$ cat src/cgopc_pkg.sv
// Shared constants and carriers for the clock generator control block.
// Assumes a single 25 MHz system clock; slow and main clocks arrive as pins.
package cgopc_pkg;

  // Register offsets
  localparam logic [7:0] OFF_OSC_CTRL  = 8'h20;
  localparam logic [7:0] OFF_FREQ      = 8'h24;
  localparam logic [7:0] OFF_PLL_CFG   = 8'h2C;
  localparam logic [7:0] OFF_STATUS    = 8'h68;
  localparam logic [7:0] OFF_IRQ_MASK  = 8'h6C;

  // Oscillator control fields
  localparam int OSC_EN_BIT    = 0;
  localparam int OSC_BYP_BIT   = 1;
  localparam int OSC_CNT_LSB   = 8;
  localparam int OSC_CNT_W     = 8;

  // Frequency register fields
  localparam int FREQ_CNT_W    = 16;
  localparam int FREQ_DONE_BIT = 16;

  // PLL configuration fields
  localparam int PLL_DIV_LSB   = 0;
  localparam int PLL_DIV_W     = 8;
  localparam int PLL_CNT_LSB   = 8;
  localparam int PLL_CNT_W     = 6;
  localparam int PLL_OUT_LSB   = 14;
  localparam int PLL_OUT_W     = 2;
  localparam int PLL_MUL_LSB   = 16;
  localparam int PLL_MUL_W     = 11;

  // Status and mask bits
  localparam int ST_STABLE_BIT = 0;
  localparam int ST_LOCK_BIT   = 2;

  // Timing counts
  localparam int OSC_PRESCALE  = 8;
  localparam int MEAS_PERIODS  = 16;

  // Reset values
  localparam logic [31:0] RST_OSC_CTRL = 32'h0000_0000;
  localparam logic [31:0] RST_PLL_CFG  = 32'h0000_0000;
  localparam logic [31:0] RST_IRQ_MASK = 32'h0000_0000;

  typedef struct packed {
    logic [OSC_CNT_W-1:0] startup;
    logic                 bypass;
    logic                 enable;
  } cgopc_osc_cfg_t;

  typedef struct packed {
    logic [PLL_MUL_W-1:0] mul;
    logic [PLL_OUT_W-1:0] out_range;
    logic [PLL_CNT_W-1:0] settle;
    logic [PLL_DIV_W-1:0] div;
  } cgopc_pll_cfg_t;

  typedef enum logic [1:0] {
    MEAS_IDLE,
    MEAS_ARM,
    MEAS_COUNT,
    MEAS_DONE
  } cgopc_meas_state_t;

endpackage

$ cat src/cgopc_freq_meter.sv
// Main clock frequency meter: counts main clock edges over slow periods.
// Expects one-cycle slow edge pulses from the parent, already synchronised.
`timescale 1ns/1ps
`default_nettype none
module cgopc_freq_meter
  import cgopc_pkg::*;
#(
  parameter int CNT_W = FREQ_CNT_W
)
(
  // Clock and reset
  input  wire logic             clk,
  input  wire logic             rst_n,
  // Control
  input  wire logic             start,
  input  wire logic             slow_rise,
  input  wire logic             slow_fall,
  // Main clock pin
  input  wire logic             main_osc_clock,
  // Result
  output logic [CNT_W-1:0]      count_q,
  output logic                  done_q
);

  logic [2:0]        main_sync_q;
  logic [3:0]        falls_q;
  cgopc_meas_state_t state_q;
  cgopc_meas_state_t state_d;

  wire main_rise = main_sync_q[1] & ~main_sync_q[2];
  wire last_fall = slow_fall && (falls_q == 4'(MEAS_PERIODS - 1));
  wire counting  = (state_q == MEAS_COUNT);
  wire at_max    = &count_q;

  always_comb
  begin
    state_d = state_q;
    case (state_q)
      MEAS_IDLE:  if (start) state_d = MEAS_ARM;
      MEAS_ARM:   if (slow_rise) state_d = MEAS_COUNT;
      MEAS_COUNT: if (last_fall) state_d = MEAS_DONE;
      MEAS_DONE:  state_d = MEAS_DONE;
      default:    state_d = MEAS_IDLE;
    endcase
    if (!start)
      state_d = MEAS_IDLE;
  end

  always_ff @(posedge clk or negedge rst_n)
  begin
    if (!rst_n)
    begin
      main_sync_q <= 3'h0;
      state_q     <= MEAS_IDLE;
    end
    else
    begin
      main_sync_q <= {main_sync_q[1:0], main_osc_clock};
      state_q     <= state_d;
    end
  end

  always_ff @(posedge clk or negedge rst_n)
  begin
    if (!rst_n)
      count_q <= '0;
    else if (state_q == MEAS_IDLE)
      count_q <= '0;
    else if (counting && main_rise && !at_max)
      count_q <= count_q + 1'b1;
  end

  always_ff @(posedge clk or negedge rst_n)
  begin
    if (!rst_n)
    begin
      falls_q <= 4'h0;
      done_q  <= 1'b0;
    end
    else if (state_q != MEAS_COUNT)
    begin
      falls_q <= 4'h0;
      done_q  <= (state_d == MEAS_DONE);
    end
    else
    begin
      falls_q <= falls_q + 4'(slow_fall);
      // Stable lost on the last fall must not leave done set
      done_q  <= last_fall && start;
    end
  end
endmodule
`default_nettype wire

$ cat src/cgopc_top.sv
// Clock generator control: oscillator start-up, frequency meter, PLL setup.
// Slow and main clocks are pins, sampled on clk; registers on a plain port.
// Functional notes
// - Slow clock is the permanent clock; always-on counters follow its edges.
// - After reset the oscillator is off and the slow clock is selected.
// - Clearing oscillator enable clears the stable flag.
// - Enable write clears stable and loads count into slow/8 down-counter.
// - Start-up count field is eight bits wide.
// - Counter at zero sets stable; masked flag raises the interrupt.
// - Once stable, frequency counting starts after next slow rising edge.
// - Sixteenth slow falling edge stops the count and sets done.
// - Input divider takes values 1 to 255 in unit steps.
// - Divide field zero holds divider and PLL outputs low.
// - Reset clears the divide field, holding the PLL input at zero.
// - PLL output is source times multiplier plus one over divider.
// - Multiplier zero powers the PLL down; nonzero powers it up.
// - Re-enabling or changing PLL settings clears the lock flag.
// - Settle count decrements per slow cycle; zero sets lock.
// - Multiplier field holds 0 to 2047 in eleven bits.
//
// Our own choices: the address-and-strobe port and the register offsets.
`timescale 1ns/1ps
`default_nettype none
module cgopc_top
  import cgopc_pkg::*;
(
  // Clock and reset
  input  wire logic        clk,
  input  wire logic        rst_n,
  // Register port
  input  wire logic [7:0]  reg_addr,
  input  wire logic [31:0] reg_wdata,
  input  wire logic        reg_wr,
  input  wire logic        reg_rd,
  output logic [31:0]      reg_rdata,
  // Clock pins
  input  wire logic        slow_rc_clock,
  input  wire logic        main_osc_clock,
  // Oscillator controls
  output logic             main_osc_enable,
  output logic             osc_bypass_select,
  output logic             main_osc_stable,
  output logic             main_clk_select,
  // PLL controls
  output cgopc_pll_cfg_t   pll_cfg,
  output logic             pll_powered,
  output logic             pll_clk_hold_low,
  output logic             pll_locked,
  // Interrupt
  output logic             irq
);

  // Configuration and state
  cgopc_osc_cfg_t       osc_cfg_q;
  cgopc_pll_cfg_t       pll_cfg_q;
  logic [31:0]          irq_mask_q;
  logic [2:0]           slow_sync_q;
  logic [2:0]           presc_q;
  logic [OSC_CNT_W-1:0] osc_cnt_q;
  logic                 osc_run_q;
  logic                 stable_q;
  logic [PLL_CNT_W-1:0] pll_cnt_q;
  logic                 pll_run_q;
  logic                 lock_q;
  logic [31:0]          rdata_q;
  logic [FREQ_CNT_W-1:0] freq_count;
  logic                 freq_done;

  // Address decode
  wire wr_osc  = reg_wr && (reg_addr == OFF_OSC_CTRL);
  wire wr_pll  = reg_wr && (reg_addr == OFF_PLL_CFG);
  wire wr_mask = reg_wr && (reg_addr == OFF_IRQ_MASK);

  // Incoming fields of a write
  // eight-bit start-up count
  wire cgopc_osc_cfg_t osc_new = '{
    startup: reg_wdata[OSC_CNT_LSB +: OSC_CNT_W],
    bypass:  reg_wdata[OSC_BYP_BIT],
    enable:  reg_wdata[OSC_EN_BIT]
  };
  wire cgopc_pll_cfg_t pll_new = '{
    mul:       reg_wdata[PLL_MUL_LSB +: PLL_MUL_W],
    out_range: reg_wdata[PLL_OUT_LSB +: PLL_OUT_W],
    settle:    reg_wdata[PLL_CNT_LSB +: PLL_CNT_W],
    div:       reg_wdata[PLL_DIV_LSB +: PLL_DIV_W]
  };

  // Slow clock edges, taken only from the second sync stage onward
  wire slow_rise = slow_sync_q[1] & ~slow_sync_q[2];
  wire slow_fall = ~slow_sync_q[1] & slow_sync_q[2];
  wire osc_tick  = slow_rise && (presc_q == 3'(OSC_PRESCALE - 1));

  // Countdowns finish when the last unit elapses; a zero load finishes on the first step, as a load of one does
  wire osc_last  = (osc_cnt_q <= OSC_CNT_W'(1));
  wire pll_last  = (pll_cnt_q <= PLL_CNT_W'(1));

  wire pll_on_w  = (pll_cfg_q.mul != '0);
  // divide zero gives a flat low
  wire div_off_w = (pll_cfg_q.div == '0);

  wire [31:0] status_w = (32'(stable_q) << ST_STABLE_BIT)
                       | (32'(lock_q) << ST_LOCK_BIT);
  // Only the two flags may be unmasked
  wire [31:0] status_mask_w = (32'h1 << ST_STABLE_BIT) | (32'h1 << ST_LOCK_BIT);

  // Configuration registers
  always_ff @(posedge clk or negedge rst_n)
  begin
    if (!rst_n)
    begin
      osc_cfg_q  <= '{
        startup: RST_OSC_CTRL[OSC_CNT_LSB +: OSC_CNT_W],
        bypass:  RST_OSC_CTRL[OSC_BYP_BIT],
        enable:  RST_OSC_CTRL[OSC_EN_BIT]
      };
      pll_cfg_q  <= cgopc_pll_cfg_t'(RST_PLL_CFG[PLL_MUL_LSB+PLL_MUL_W-1:0]);
      irq_mask_q <= RST_IRQ_MASK;
    end
    else
    begin
      if (wr_osc)
        osc_cfg_q <= osc_new;
      if (wr_pll)
        pll_cfg_q <= pll_new;
      if (wr_mask)
        irq_mask_q <= reg_wdata & status_mask_w;
    end
  end

  // slow clock sampled as the only permanent time base
  always_ff @(posedge clk or negedge rst_n)
  begin
    if (!rst_n)
      slow_sync_q <= 3'h0;
    else
      slow_sync_q <= {slow_sync_q[1:0], slow_rc_clock};
  end

  always_ff @(posedge clk or negedge rst_n)
  begin
    if (!rst_n)
      presc_q <= 3'h0;
    else if (wr_osc)
      presc_q <= 3'h0;
    else if (slow_rise)
      presc_q <= presc_q + 3'h1;
  end

  // Oscillator start-up countdown
  // A write outranks the tick, so a rewrite with enable set always restarts
  always_ff @(posedge clk or negedge rst_n)
  begin
    if (!rst_n)
    begin
      osc_cnt_q <= '0;
      osc_run_q <= 1'b0;
      stable_q  <= 1'b0;
    end
    else if (wr_osc && !osc_new.enable)
    begin
      osc_run_q <= 1'b0;
      stable_q  <= 1'b0;
    end
    else if (wr_osc)
    begin
      osc_cnt_q <= osc_new.startup;
      osc_run_q <= 1'b1;
      stable_q  <= 1'b0;
    end
    else if (osc_run_q && osc_tick)
    begin
      osc_cnt_q <= osc_last ? '0 : osc_cnt_q - 1'b1;
      osc_run_q <= !osc_last;
      stable_q  <= osc_last;
    end
  end

  // PLL settle countdown
  // Lock follows only writes with both mul and div nonzero
  always_ff @(posedge clk or negedge rst_n)
  begin
    if (!rst_n)
    begin
      pll_cnt_q <= '0;
      pll_run_q <= 1'b0;
      lock_q    <= 1'b0;
    end
    else if (wr_pll)
    begin
      pll_cnt_q <= pll_new.settle;
      pll_run_q <= (pll_new.mul != '0) && (pll_new.div != '0);
      lock_q    <= 1'b0;
    end
    else if (pll_run_q && slow_rise)
    begin
      pll_cnt_q <= pll_last ? '0 : pll_cnt_q - 1'b1;
      pll_run_q <= !pll_last;
      lock_q    <= pll_last;
    end
  end

  cgopc_freq_meter #(
    .CNT_W (FREQ_CNT_W)
  ) u_meter (
    .clk            (clk),
    .rst_n          (rst_n),
    .start          (stable_q),
    .slow_rise      (slow_rise),
    .slow_fall      (slow_fall),
    .main_osc_clock (main_osc_clock),
    .count_q        (freq_count),
    .done_q         (freq_done)
  );

  // Read mux; unmapped offsets read zero
  wire [31:0] osc_rd_w  = (32'(osc_cfg_q.startup) << OSC_CNT_LSB)
                        | (32'(osc_cfg_q.bypass) << OSC_BYP_BIT)
                        | (32'(osc_cfg_q.enable) << OSC_EN_BIT);
  wire [31:0] freq_rd_w = (32'(freq_done) << FREQ_DONE_BIT) | 32'(freq_count);
  wire [31:0] pll_rd_w  = (32'(pll_cfg_q.mul) << PLL_MUL_LSB)
                        | (32'(pll_cfg_q.out_range) << PLL_OUT_LSB)
                        | (32'(pll_cfg_q.settle) << PLL_CNT_LSB)
                        | (32'(pll_cfg_q.div) << PLL_DIV_LSB);
  wire [31:0] rd_mux_w  = (reg_addr == OFF_OSC_CTRL) ? osc_rd_w  :
                          (reg_addr == OFF_FREQ)     ? freq_rd_w :
                          (reg_addr == OFF_PLL_CFG)  ? pll_rd_w  :
                          (reg_addr == OFF_STATUS)   ? status_w  :
                          (reg_addr == OFF_IRQ_MASK) ? irq_mask_q : 32'h0000_0000;

  // Read data is valid only in the cycle after the strobe
  always_ff @(posedge clk or negedge rst_n)
  begin
    if (!rst_n)
      rdata_q <= 32'h0000_0000;
    else if (reg_rd)
      rdata_q <= rd_mux_w;
    else
      rdata_q <= 32'h0000_0000;
  end

  // Outputs
  assign reg_rdata         = rdata_q;
  assign main_osc_enable   = osc_cfg_q.enable;
  assign osc_bypass_select = osc_cfg_q.bypass;
  assign main_osc_stable   = stable_q;
  // slow clock stays selected until the main clock is usable
  assign main_clk_select   = stable_q;
  // factor is (mul + 1) / div, applied by the analogue loop
  assign pll_cfg           = pll_cfg_q;
  assign pll_powered       = pll_on_w;
  assign pll_clk_hold_low  = div_off_w;
  assign pll_locked        = lock_q;
  assign irq               = |(status_w & irq_mask_q);
endmodule
`default_nettype wire

$ cat config.mk
export PLATFORM = sky130hd
export DESIGN_NAME = cgopc_top
export DESIGN_NICKNAME = d
export VERILOG_FILES = /design/src/cgopc_pkg.sv /design/src/cgopc_freq_meter.sv /design/src/cgopc_top.sv
export SDC_FILE = /design/constraint.sdc
export NUM_CORES = 1
export LEC_CHECK = 0
export BUFFER_PORTS_ARGS = -buffer_cell sky130_fd_sc_hd__buf_4
export CAP_MARGIN = 10
export CELL_PAD_IN_SITES_DETAIL_PLACEMENT = 1
export CELL_PAD_IN_SITES_GLOBAL_PLACEMENT = 1
export CORE_ASPECT_RATIO = 1.2
export CORE_UTILIZATION = 42
export DETAILED_ROUTE_END_ITERATION = 6
export GPL_ROUTABILITY_DRIVEN = 1
export GPL_TIMING_DRIVEN = 1
export HOLD_SLACK_MARGIN = 0.05
export PLACE_DENSITY = 0.9
export SLEW_MARGIN = 20
export SYNTH_ARGS = -nofsm -noshare
export SYNTH_HDL_FRONTEND = slang
export SYNTH_SLANG_ARGS = --single-unit
$ cat constraint.sdc
create_clock -name clk -period 2.2 [get_ports clk]
set_input_delay 0.66 -clock clk [delete_from_list [all_inputs] [get_ports clk]]
set_output_delay 0.66 -clock clk [all_outputs]
set_load 0.02 [all_outputs]
After elaboration in Yosys (flattened, before gate mapping)
Cells that the tools add are included.
- register bits after elaboration: 121
- bits of input ports: 46
- output and inout bits: 67
- logic and storage cells: 117
- $add $sub $neg: 5
- order comparisons: 2
- eq/ne operators: 12
- muxes and demuxes: 32
- bitwise logic cells: 15
- reduce and logical (&&, ||, !) cells: 29
- operators by type and width (cell ; count):
    2-to-1 mux 27 bit ; 3
    2-to-1 mux 16 bit ; 2
    2-to-1 mux 32 bit ; 1
    OR reduction 32 bit ; 1
    OR 27 x 14 -> 27 bit ; 1
    OR 27 x 16 -> 27 bit ; 1
    OR 27 x 8 -> 27 bit ; 1
    equality test 8 x 6 -> 1 bit (second input constant) ; 3
    2-to-1 mux 8 bit ; 3
    nonzero test 11 bit ; 2
    2-to-1 mux 6 bit ; 3
    OR 17 x 16 -> 17 bit ; 1
    adder 16 x 1 -> 16 bit (second input constant) ; 1
    equality test 8 x 7 -> 1 bit (second input constant) ; 2
    OR 16 x 1 -> 16 bit ; 1
    OR 16 x 2 -> 16 bit ; 1
    AND reduction 16 bit ; 1
    logical AND 1 bit ; 12
    2-to-1 mux 3 bit ; 4
    2-to-1 mux 1 bit ; 11
    <= comparator 8 x 1 -> 1 bit (second input constant) ; 1
    zero test 8 bit ; 1
    one-hot mux 2 bit (4 select lines) ; 1
    nonzero test 2 bit ; 4
    21 further kinds ; 33

Longest topological paths before layout
Gate-level depths: netlist of the first run.
- depth in word-level cells: 8
- mapped depth: 7
- depth with buffers taken out: 6

Cells and area by module
Synthesis of the first run repeated with hierarchy kept, for this count alone.
- cell total of the unflattened synthesis: 575
- area, all modules: 5606.6 µm²
- modules (own cells, without submodules) (module ; instances ; cells an instance ; area an instance (µm²) ; sequential area each (µm²)):
    cgopc_top ; 1 ; 443 ; 4265.3 ; 2252.2
    cgopc_freq_meter ; 1 ; 132 ; 1341.3 ; 650.6

Worst setup path after synthesis of the first run
OpenSTA, ideal clock, no wires.
- path kind: input to register
- start: in reg_addr[6]
- end: reg osc_cnt_q[0]
- setup time: 0.125 ns
- arrival: 2.005 ns
- data required time: 2.075 ns
- setup slack: 0.070 ns
- stages: 5
- buffers on the path: 1
- cell sequence: buf_2 nor4b_4 nand4_1 o21ai_1 mux2_2
- word-level cells in the longest chain between the ends: 5
- elaborated cells on any way between the ends: 7
- those cells by class: eq/ne: 1; mux: 1; bitwise: 1; reduce/logical: 4
- ends and longest elaborated chain (item ; line ; text):
    start, declared ; cgopc_top.sv:31 ; input wire logic [7:0] reg_addr,
    equality test 8 x 6 -> 1 bit (*) ; cgopc_top.sv:70 ; wire wr_osc = reg_wr && (reg_addr == OFF_OSC_CTRL);
    logical AND 1 bit (*) ; cgopc_top.sv:70 ;
    logical AND 1 bit ; cgopc_top.sv:159 ; else if (wr_osc && !osc_new.enable)
    NOT 1 bit (no line) ; - ;
    AND reduction 2 bit (no line) ; - ;
    end signal, assigned ; cgopc_top.sv:166 ; osc_cnt_q <= osc_new.startup;
    end signal, assigned ; cgopc_top.sv:172 ; osc_cnt_q <= osc_last ? '0 : osc_cnt_q - 1'b1;
    end, declared ; cgopc_top.sv:59 ; logic [OSC_CNT_W-1:0] osc_cnt_q;
Mark *: on every way between the ends. The rest lies on a longest branch, timed or not.
A chain may end at the register's enable or synchronous reset.

Worst setup path in the final report of the first run
- start: reg pll_cfg_q (netlist bit pll_cfg[3])
- end: out pll_clk_hold_low
- word-level cells in the longest chain between the ends: 1
- ends and longest elaborated chain (item ; line ; text):
    start, declared ; cgopc_top.sv:55 ; cgopc_pll_cfg_t pll_cfg_q;
    start signal, assigned ; cgopc_top.sv:116 ; pll_cfg_q <= cgopc_pll_cfg_t'(RST_PLL_CFG[PLL_MUL_LSB+PLL_MUL_W-1:0]);
    start signal, assigned ; cgopc_top.sv:124 ; pll_cfg_q <= pll_new;
    zero test 8 bit ; cgopc_top.sv:99 ; wire div_off_w = (pll_cfg_q.div == '0);
    end, declared ; cgopc_top.sv:47 ; output logic pll_clk_hold_low,
No other way between the ends.

==> results of run 1 <==
==> sequential cells by signal (all words and copies together) (netlist names) <==
signal / cells
presc_q: 3
u_meter.state_q: 2
pll_cnt_q: 6
osc_run_q: 1
osc_cfg_q: 8
irq_mask_q: 2
pll_run_q: 1
slow_sync_q: 3
main_clk_select: 1
osc_cnt_q: 8
u_meter.count_q: 16
pll_locked: 1
u_meter.done_q: 1
main_osc_enable: 1
u_meter.falls_q: 4
osc_bypass_select: 1
reg_rdata: 27
pll_cfg: 27
u_meter.main_sync_q: 3
==> cell usage in the layout, fill, tap and decap left out, types with 10 or more instances in the layout <==
master	n
inv_1	10
a21oi_1	17
nand4_1	11
nor2_1	41
o31ai_1	10
and3_1	14
dfrtp_1	115
nand2_1	154
clkbuf_16	17
or3_1	14
o21ai_0	13
buf_4	137
==> power by group through the flow <==
stage	registers (mW)	clock network (mW)	logic (mW)
2_1_floorplan	2.49	0	0.411
3_3_place_gp	2.49	0	0.764
3_5_place_dp	2.51	0	0.817
4_1_cts	2.48	2.99	0.855
5_1_grt	2.50	3.09	0.960
6_report	2.49	2.99	0.879
==> stage by stage <==
stage / worst slack, ns / instances / TNS [ns] / hold slack (ns) / util, %
after floorplan: 0.0700 / 577 / 0 / 0.331 / -
after CTS: -0.0761 / 884 / -0.0761 / 0.225 / 57.5
after detailed placement: 0.0460 / 847 / 0 / 0.336 / 52.3
after global placement: 0.0733 / 847 / 0 / 0.333 / 52.3
final: -0.0519 / 885 / -0.0519 / 0.212 / 57.9
after global routing: -0.0840 / 884 / -0.0840 / 0.241 / 57.8
==> kinds of logic (layout without fill, tap and decap cells) <==
| logic type | count (synthesis) | in the layout | synth area share [%] |
|---|---|---|---|
| xor gates and xnor gates | 3 | 3 | 0.479 |
| and+or+nand+nor | 313 | 313 | 29.1 |
| other | 1 | 6 | 0.0683 |
| adders and majority gates | 9 | 9 | 2.05 |
| muxes | 8 | 8 | 1.53 |
| DFF | 116 | 116 | 52.9 |
| AOI/OAI and AO/OA | 83 | 83 | 10.5 |
| buffers and inverters | 40 | 183 | 3.28 |
==> path summary, 6_finish.rpt <==
path / start / to / cells after the start
min: rst_n / u_meter.count_q[3]$_DFFE_PN0P_ / 1
min in group clk: slow_rc_clock / slow_sync_q[0]$_DFF_PN0_ / 1
min reg2reg: slow_sync_q[0]$_DFF_PN0_ / slow_sync_q[1]$_DFF_PN0_ / 0
max: pll_cfg[3]$_DFFE_PN0P_ / pll_clk_hold_low / 3
max reg2reg: u_meter.state_q[0]$_DFF_PN0_ / u_meter.count_q[11]$_DFFE_PN0P_ / 4
max in group asynchronous: rst_n / reg_rdata[24]$_DFF_PN0_ / 2
==> layer usage <==
metal	GRT usage [%]	vias to the layer above	wire [um]
li1	-	2294	-
met1	34.6	2689	7580
met2	54.4	192	10500
met3	6.02	69	952
met4	18.9	0	1020
met5	0	-	0
==> repair_timing <==
action	in CTS	in global routing
setup buffers	5	0
pin swaps	1	2
gates resized for setup	0	9
setup endpoints to repair	1	2
==> area by class of cell <==
class                      count  share of cell area [%]
clock buffer                  22                    6.47
tap                          164                    2.80
sequential                   116                    39.6
antenna                        1                  0.0341
multi-input combinational    421                    33.5
clock inverter                10                    2.08
inverter                      10                   0.512
timing repair buffer         141                    15.0
==> run metrics, run 1 <==
outcome finished with violations; failing checks negative setup slack; ys async rst share 100%; H-tree depth 4; Max Cap Viol 0; register area share after synthesis 52.9%; worst vdd ir just under 0.5 mV; R2R setup slack about 0.17 ns; Cell variety after synth about 60; endpoints failing hold 0; worst path bufs/invs 1; via/cell ratio roughly 5.9; Avg Inst Size Synth 9.58 sq um; top-area cell type share of the netlist area ~53%; Post-synth EDFFs 0; core region area between 10000 and 15000 sq um; Hold Crit Class in2async; Skew-Pair Late Insertion Delay 0.44 ns; relative slew slack 56.6%; switch share between 20% and 30%; CP cell instances or4_4, nor2_4, buf_6; Worst Tran Pin Value roughly 0.64 ns; clock network power share between 40% and 50%; PwrDens slightly below 900 nW/um^2; CP Data Arrival Time 1.59 ns; first-pass GRT wire length roughly 31000 um; FP Rows 45; final setup vio count 1; die area about 14000 sq um; Logic pwr share about 14%; Power Total ~6.4 mW; Remaining DRCs 0; initial antenna violation count 1; Vias approximately 5200; NetSw ~1.7 mW; Final Max Tran Viols 0; drt pass-1 iters 4; CP Max Fanout 2; Crit. End Element output port; DR WL/cell 22.7 um; Synth Flop Type dfrtp_1; Commonest cells post-synth 154 x nand2_1, 116 x dfrtp_1, 42 x nor2_1; Routed WL 20100 um; largest net degree at the start of global routing 35; area of the multi-input gates about 2500 sq um; critical path class reg2out; delay-heaviest family, CP simple AND/OR/NAND/NOR gates; CTS Hold Bufs 0; RSZ-0062 raised after global routing true; internal power 4.64 mW; Max stage delay on crit path approximately 0.55 ns; input/output buffers 102; Critical Path RT around 1.5 ns; Reg clk slew, reported paths 0.05 ns; maximum clock insertion buffer count 2; Routed Antenna Nets 0; nets@finish approximately 760; FF+latch count, synth about 120; fraction of layout cells with a size suffix above 1 roughly 28%; final worst-path cycle share 102%; post-synth top area cell dfrtp_1; register area 2900 sq um; die width roughly 110 um; synth warn 0; startpoint type of the worst setup path flip-flop; CTS tree built; Total GRT Usage a little under a third; Tmin final around 2.3 ns; Post-Synthesis Cells approximately 570; design area between 7000 and 8000 sq um; Flop pwr share between 30% and 40%; Initial DRC Count 333; synthesized area roughly 5500 sq um; root buffer cell clkbuf_16; Post-Place Cell Area 6620 sq um; Die Y ~130 um; vias in the first global route around 5700; # IOs 113; # fillers about 1400; achievable frequency between 400 and 500 MHz; Num CTS Buffers 17; worst setup margin -0.0519 ns; routability cong. about 0.9; CP max-delay cell or4_4; final global-route overflow total 0; Initial Utilization about 43%; clk_skew ~0.017 ns; area grow syn2layout 33.6%; hpwl dp 13100 um; Pleak ~3.6 nW; top-count cell post-synth nand2_1; clk sinks 116; Area contributors post-synth dfrtp_1 53%, nand2_1 11%, nor2_1 2.9%
Power figures use the tool's default switching activity.
==> inputs of run 2 (changes only) <==
--- a/config.mk
+++ b/config.mk
@@ -17,3 +17,3 @@
 export HOLD_SLACK_MARGIN = 0.05
-export PLACE_DENSITY = 0.9
+export PLACE_DENSITY = 0.76
 export SLEW_MARGIN = 20
@@ -21,2 +21,3 @@
 export SYNTH_HDL_FRONTEND = slang
+export SYNTH_HIERARCHICAL = 1
 export SYNTH_SLANG_ARGS = --single-unit
==> constraint.sdc (replaced) <==
create_clock -name clk -period 2.2 [get_ports clk]
set_input_delay 0.22 -clock clk [delete_from_list [all_inputs] [get_ports clk]]
set_output_delay 0.22 -clock clk [all_outputs]
set_load 0.02 [all_outputs]
==> run 2 against run 1 <==
Net effect: the flow now finishes without violations; area after synthesis rose by 2.2%; sequential share of layout area decreased by 0.54 points; fmax is 8.2% higher; global-route usage is 3.1 points lower; sequential power is 2% lower; non-clock buffer count up 7; critical path depth up 2; via count down 4.4%; power is 1.1% lower; sequential cell count is the same; combinational power increased by 6.7%; register-to-register slack got worse by 0.05 ns.
==> run metrics, run 2 <==
FP Rows 45; first-pass GRT wire length 29000 um; Power Total ~6.3 mW; Die Y between 100 and 150 um; proportion of synthesized area in mux cells approximately 3.2%; clk sinks roughly 120; Routed Antenna Nets 0; register area between 2000 and 3000 sq um; critical path class reg2reg; die width 107 um; register area share after synthesis about half; Hold Path Cell Cnt 3; Worst Tran Pin Value around 0.78 ns; Crit. End Element flip-flop; top-count cell post-synth nand2_1; # fillers 1430; FF+latch count, synth between 100 and 150; Post-Synthesis Cells about 580; root buffer cell clkbuf_16; Critical Path RT around 2.5 ns; Vias 5014; core region area between 10000 and 15000 sq um; synthesized area approximately 5600 sq um; Hold Crit Class in2reg; DP Cell Count approximately 830; non-filler cells, final about 900; outcome finished, final reports clean; Pleak 3.59 nW; nets@finish between 700 and 800; Tmin final 2.08 ns; Avg Inst Size Synth 9.75 sq um; routability cong. 0.846; Total GRT Usage 27.9%; CP Max Fanout 8; CP cell instances nor4_1, nor4b_2, buf_4, o31ai_1, a22o_1; PwrDens approximately 850 nW/um^2; Num CTS Buffers 17; post-synth top area cell dfrtp_1; vias in the first global route between 5000 and 6000; ant diodes 0; CP max-delay cell nor4_1; maximum clock insertion buffer count 2; via/cell ratio around 5.6; Reg clk slew, reported paths ~0.060 ns; CP Data Arrival Time 2.38 ns; initial antenna violation count 0; post-CTS sizing 0; Max stage delay on crit path about 0.47 ns; area of the multi-input gates 2480 sq um; Post-Synth Adder-Cell Area between 2 and 2.5%; input/output buffers roughly 100; relative slew slack between 40% and 50%; hold worst-path end pll_cfg[11]$_DFFE_PN0P_; Skew-Pair Late Insertion Delay between 0.4 and 0.5 ns; endpoints failing hold 0; achievable frequency about 480 MHz; Cell variety after synth 66; synth warn 6; CTS tree built; top-area cell type share of the netlist area between 50 and 60%; reg2reg end osc_cnt_q[5]$_DFFE_PN0P_; Post-Synth XOR/XNOR Area less than 1%; hpwl dp between 10000 and 15000 um; DR WL/cell about 20 um; final worst-path cycle share around 95%; final setup vio count 0; die area ~14000 sq um; area grow syn2layout 32.5%; clk_skew 0.00752 ns; Synth Flop Type dfrtp_1; Remaining DRCs 0; Sum Neg Setup Slack 0 ns; # IOs between 100 and 150; ys async rst share between 90% and 100%; HP Start reg_wdata[11]; compound-gate portion of the synthesized area roughly a tenth; worst setup margin 0.118 ns; H-tree depth 4; hold slack final a little under 0.06 ns; commonest non-fill, non-tap cells in the layout 128 x nand2_1, 122 x buf_4, 116 x dfrtp_1, 39 x nor2_1, 25 x dlygate4sd3_1; worst reg2reg path depth 5; drt pass-1 iters 5; Post-synth EDFFs 0; Final Max Tran Viols 0; Commonest cells post-synth 128 x nand2_1, 116 x dfrtp_1, 39 x nor2_1; fraction of layout cells with a size suffix above 1 24.3%; R2R setup slack 0.12 ns; Place WS 0.169 ns; RSZ-0062 raised after global routing false; largest net degree at the start of global routing between 50 and 60; Routed WL about 18000 um; Synth Area in Simple Gates between 20 and 30%; main combinational cell family by area after synthesis simple AND/OR/NAND/NOR gates; Initial Utilization 43.7%; worst vdd ir 0.505 mV; startpoint type of the worst setup path flip-flop; Crit Reg-Reg Startpoint osc_cnt_q[4]$_DFFE_PN0P_; most common cell after layout, fill and taps aside nand2_1; Max Cap Viol 0; Initial DRC Count about 200; Area contributors post-synth dfrtp_1 52%, nand2_1 8.6%, nor2_1 2.6%; post-CTS setup buffer count 0; final global-route overflow total 0
## run 2: changes by cell type after synthesis, moves of 5 or more
cell / before / now
a2111oi_0: 6 / 0
a22oi_1: 6 / 16
and2_1: 2 / 11
and3_1: 14 / 7
buf_2: 5 / 11
buf_4: 6 / 11
clkbuf_1: 18 / 9
mux2i_1: 5 / 14
nand2_1: 154 / 128
nand2b_1: 5 / 14
nand3_1: 9 / 14
nor3_1: 9 / 17
o311ai_0: 5 / 0
or3_1: 14 / 3
## run 2: stage by stage
stage,utilization [%],cell area (sq um)
2_1_floorplan,-,5620
3_3_place_gp,51.1,6570
3_5_place_dp,51.1,6570
4_1_cts,57.9,7430
5_1_grt,57.9,7430
6_report,57.9,7430
## run 2: logic make-up after synthesis
logic type	after synthesis
buffers and inverters	46
other	1
AO/OA/AOI/OAI	85
adder cells (fa/ha/maj)	9
XOR/XNOR	3
flip-flops	116
multiplexers	17
AND/OR/NAND/NOR	298
## run 2: worst max-delay path by stage
| stage | slack (ns) | from | cells past startpoint | end |
|---|---|---|---|---|
| CTS | 0.14 | osc_cnt_q[4]$_DFFE_PN0P_ | 5 | osc_cnt_q[5]$_DFFE_PN0P_ |
| detailed placement | 0.17 | osc_cnt_q[4]$_DFFE_PN0P_ | 5 | osc_cnt_q[5]$_DFFE_PN0P_ |
| global placement | 0.27 | osc_cnt_q[4]$_DFFE_PN0P_ | 5 | osc_cnt_q[5]$_DFFE_PN0P_ |
| global route | 0.05 | osc_cnt_q[4]$_DFFE_PN0P_ | 5 | osc_cnt_q[5]$_DFFE_PN0P_ |
| floorplan | 0.40 | osc_cnt_q[0]$_DFFE_PN0P_ | 6 | osc_cnt_q[4]$_DFFE_PN0P_ |
| finish | 0.12 | osc_cnt_q[4]$_DFFE_PN0P_ | 5 | osc_cnt_q[5]$_DFFE_PN0P_ |
## run 2: power by group
group	internal [mW]	switching (mW)
Clock	1.88	1.02
Sequential	2.28	0.168
Combinational	0.401	0.537
## run 2: worst max-delay path, delay by kind of cell (launching register included)
| kind | cells | cell delay (ns) |
|---|---|---|
| AOI/OAI and AO/OA | 2 | 0.34 |
| and+or+nand+nor | 2 | 0.94 |
| DFF | 1 | 0.44 |
| buffers and inverters | 1 | 0.25 |
## run 2: what timing repair did
item                                    4_1_cts  5_1_grt
endpoints found under the setup margin        0        0
endpoints found under the hold margin        77        0
hold buffers                                 25        0
## run 2: routing by layer
metal,vias to the layer above,global-route usage (%),wire (um)
met5,-,0,0
met1,2525,33.9,7480
li1,2289,-,-
met2,165,48.3,9190
met4,0,10.5,425
met3,35,6.28,931
## run 2: area by class of cell
class | count | share of cell area (%)
clock inverters | 14 | 2.53
clock buffers | 17 | 5.73
repair buffers | 148 | 16.0
flip-flops and latches | 116 | 39.1
multi-input cells | 417 | 33.3
well taps | 164 | 2.76
inverters | 12 | 0.606
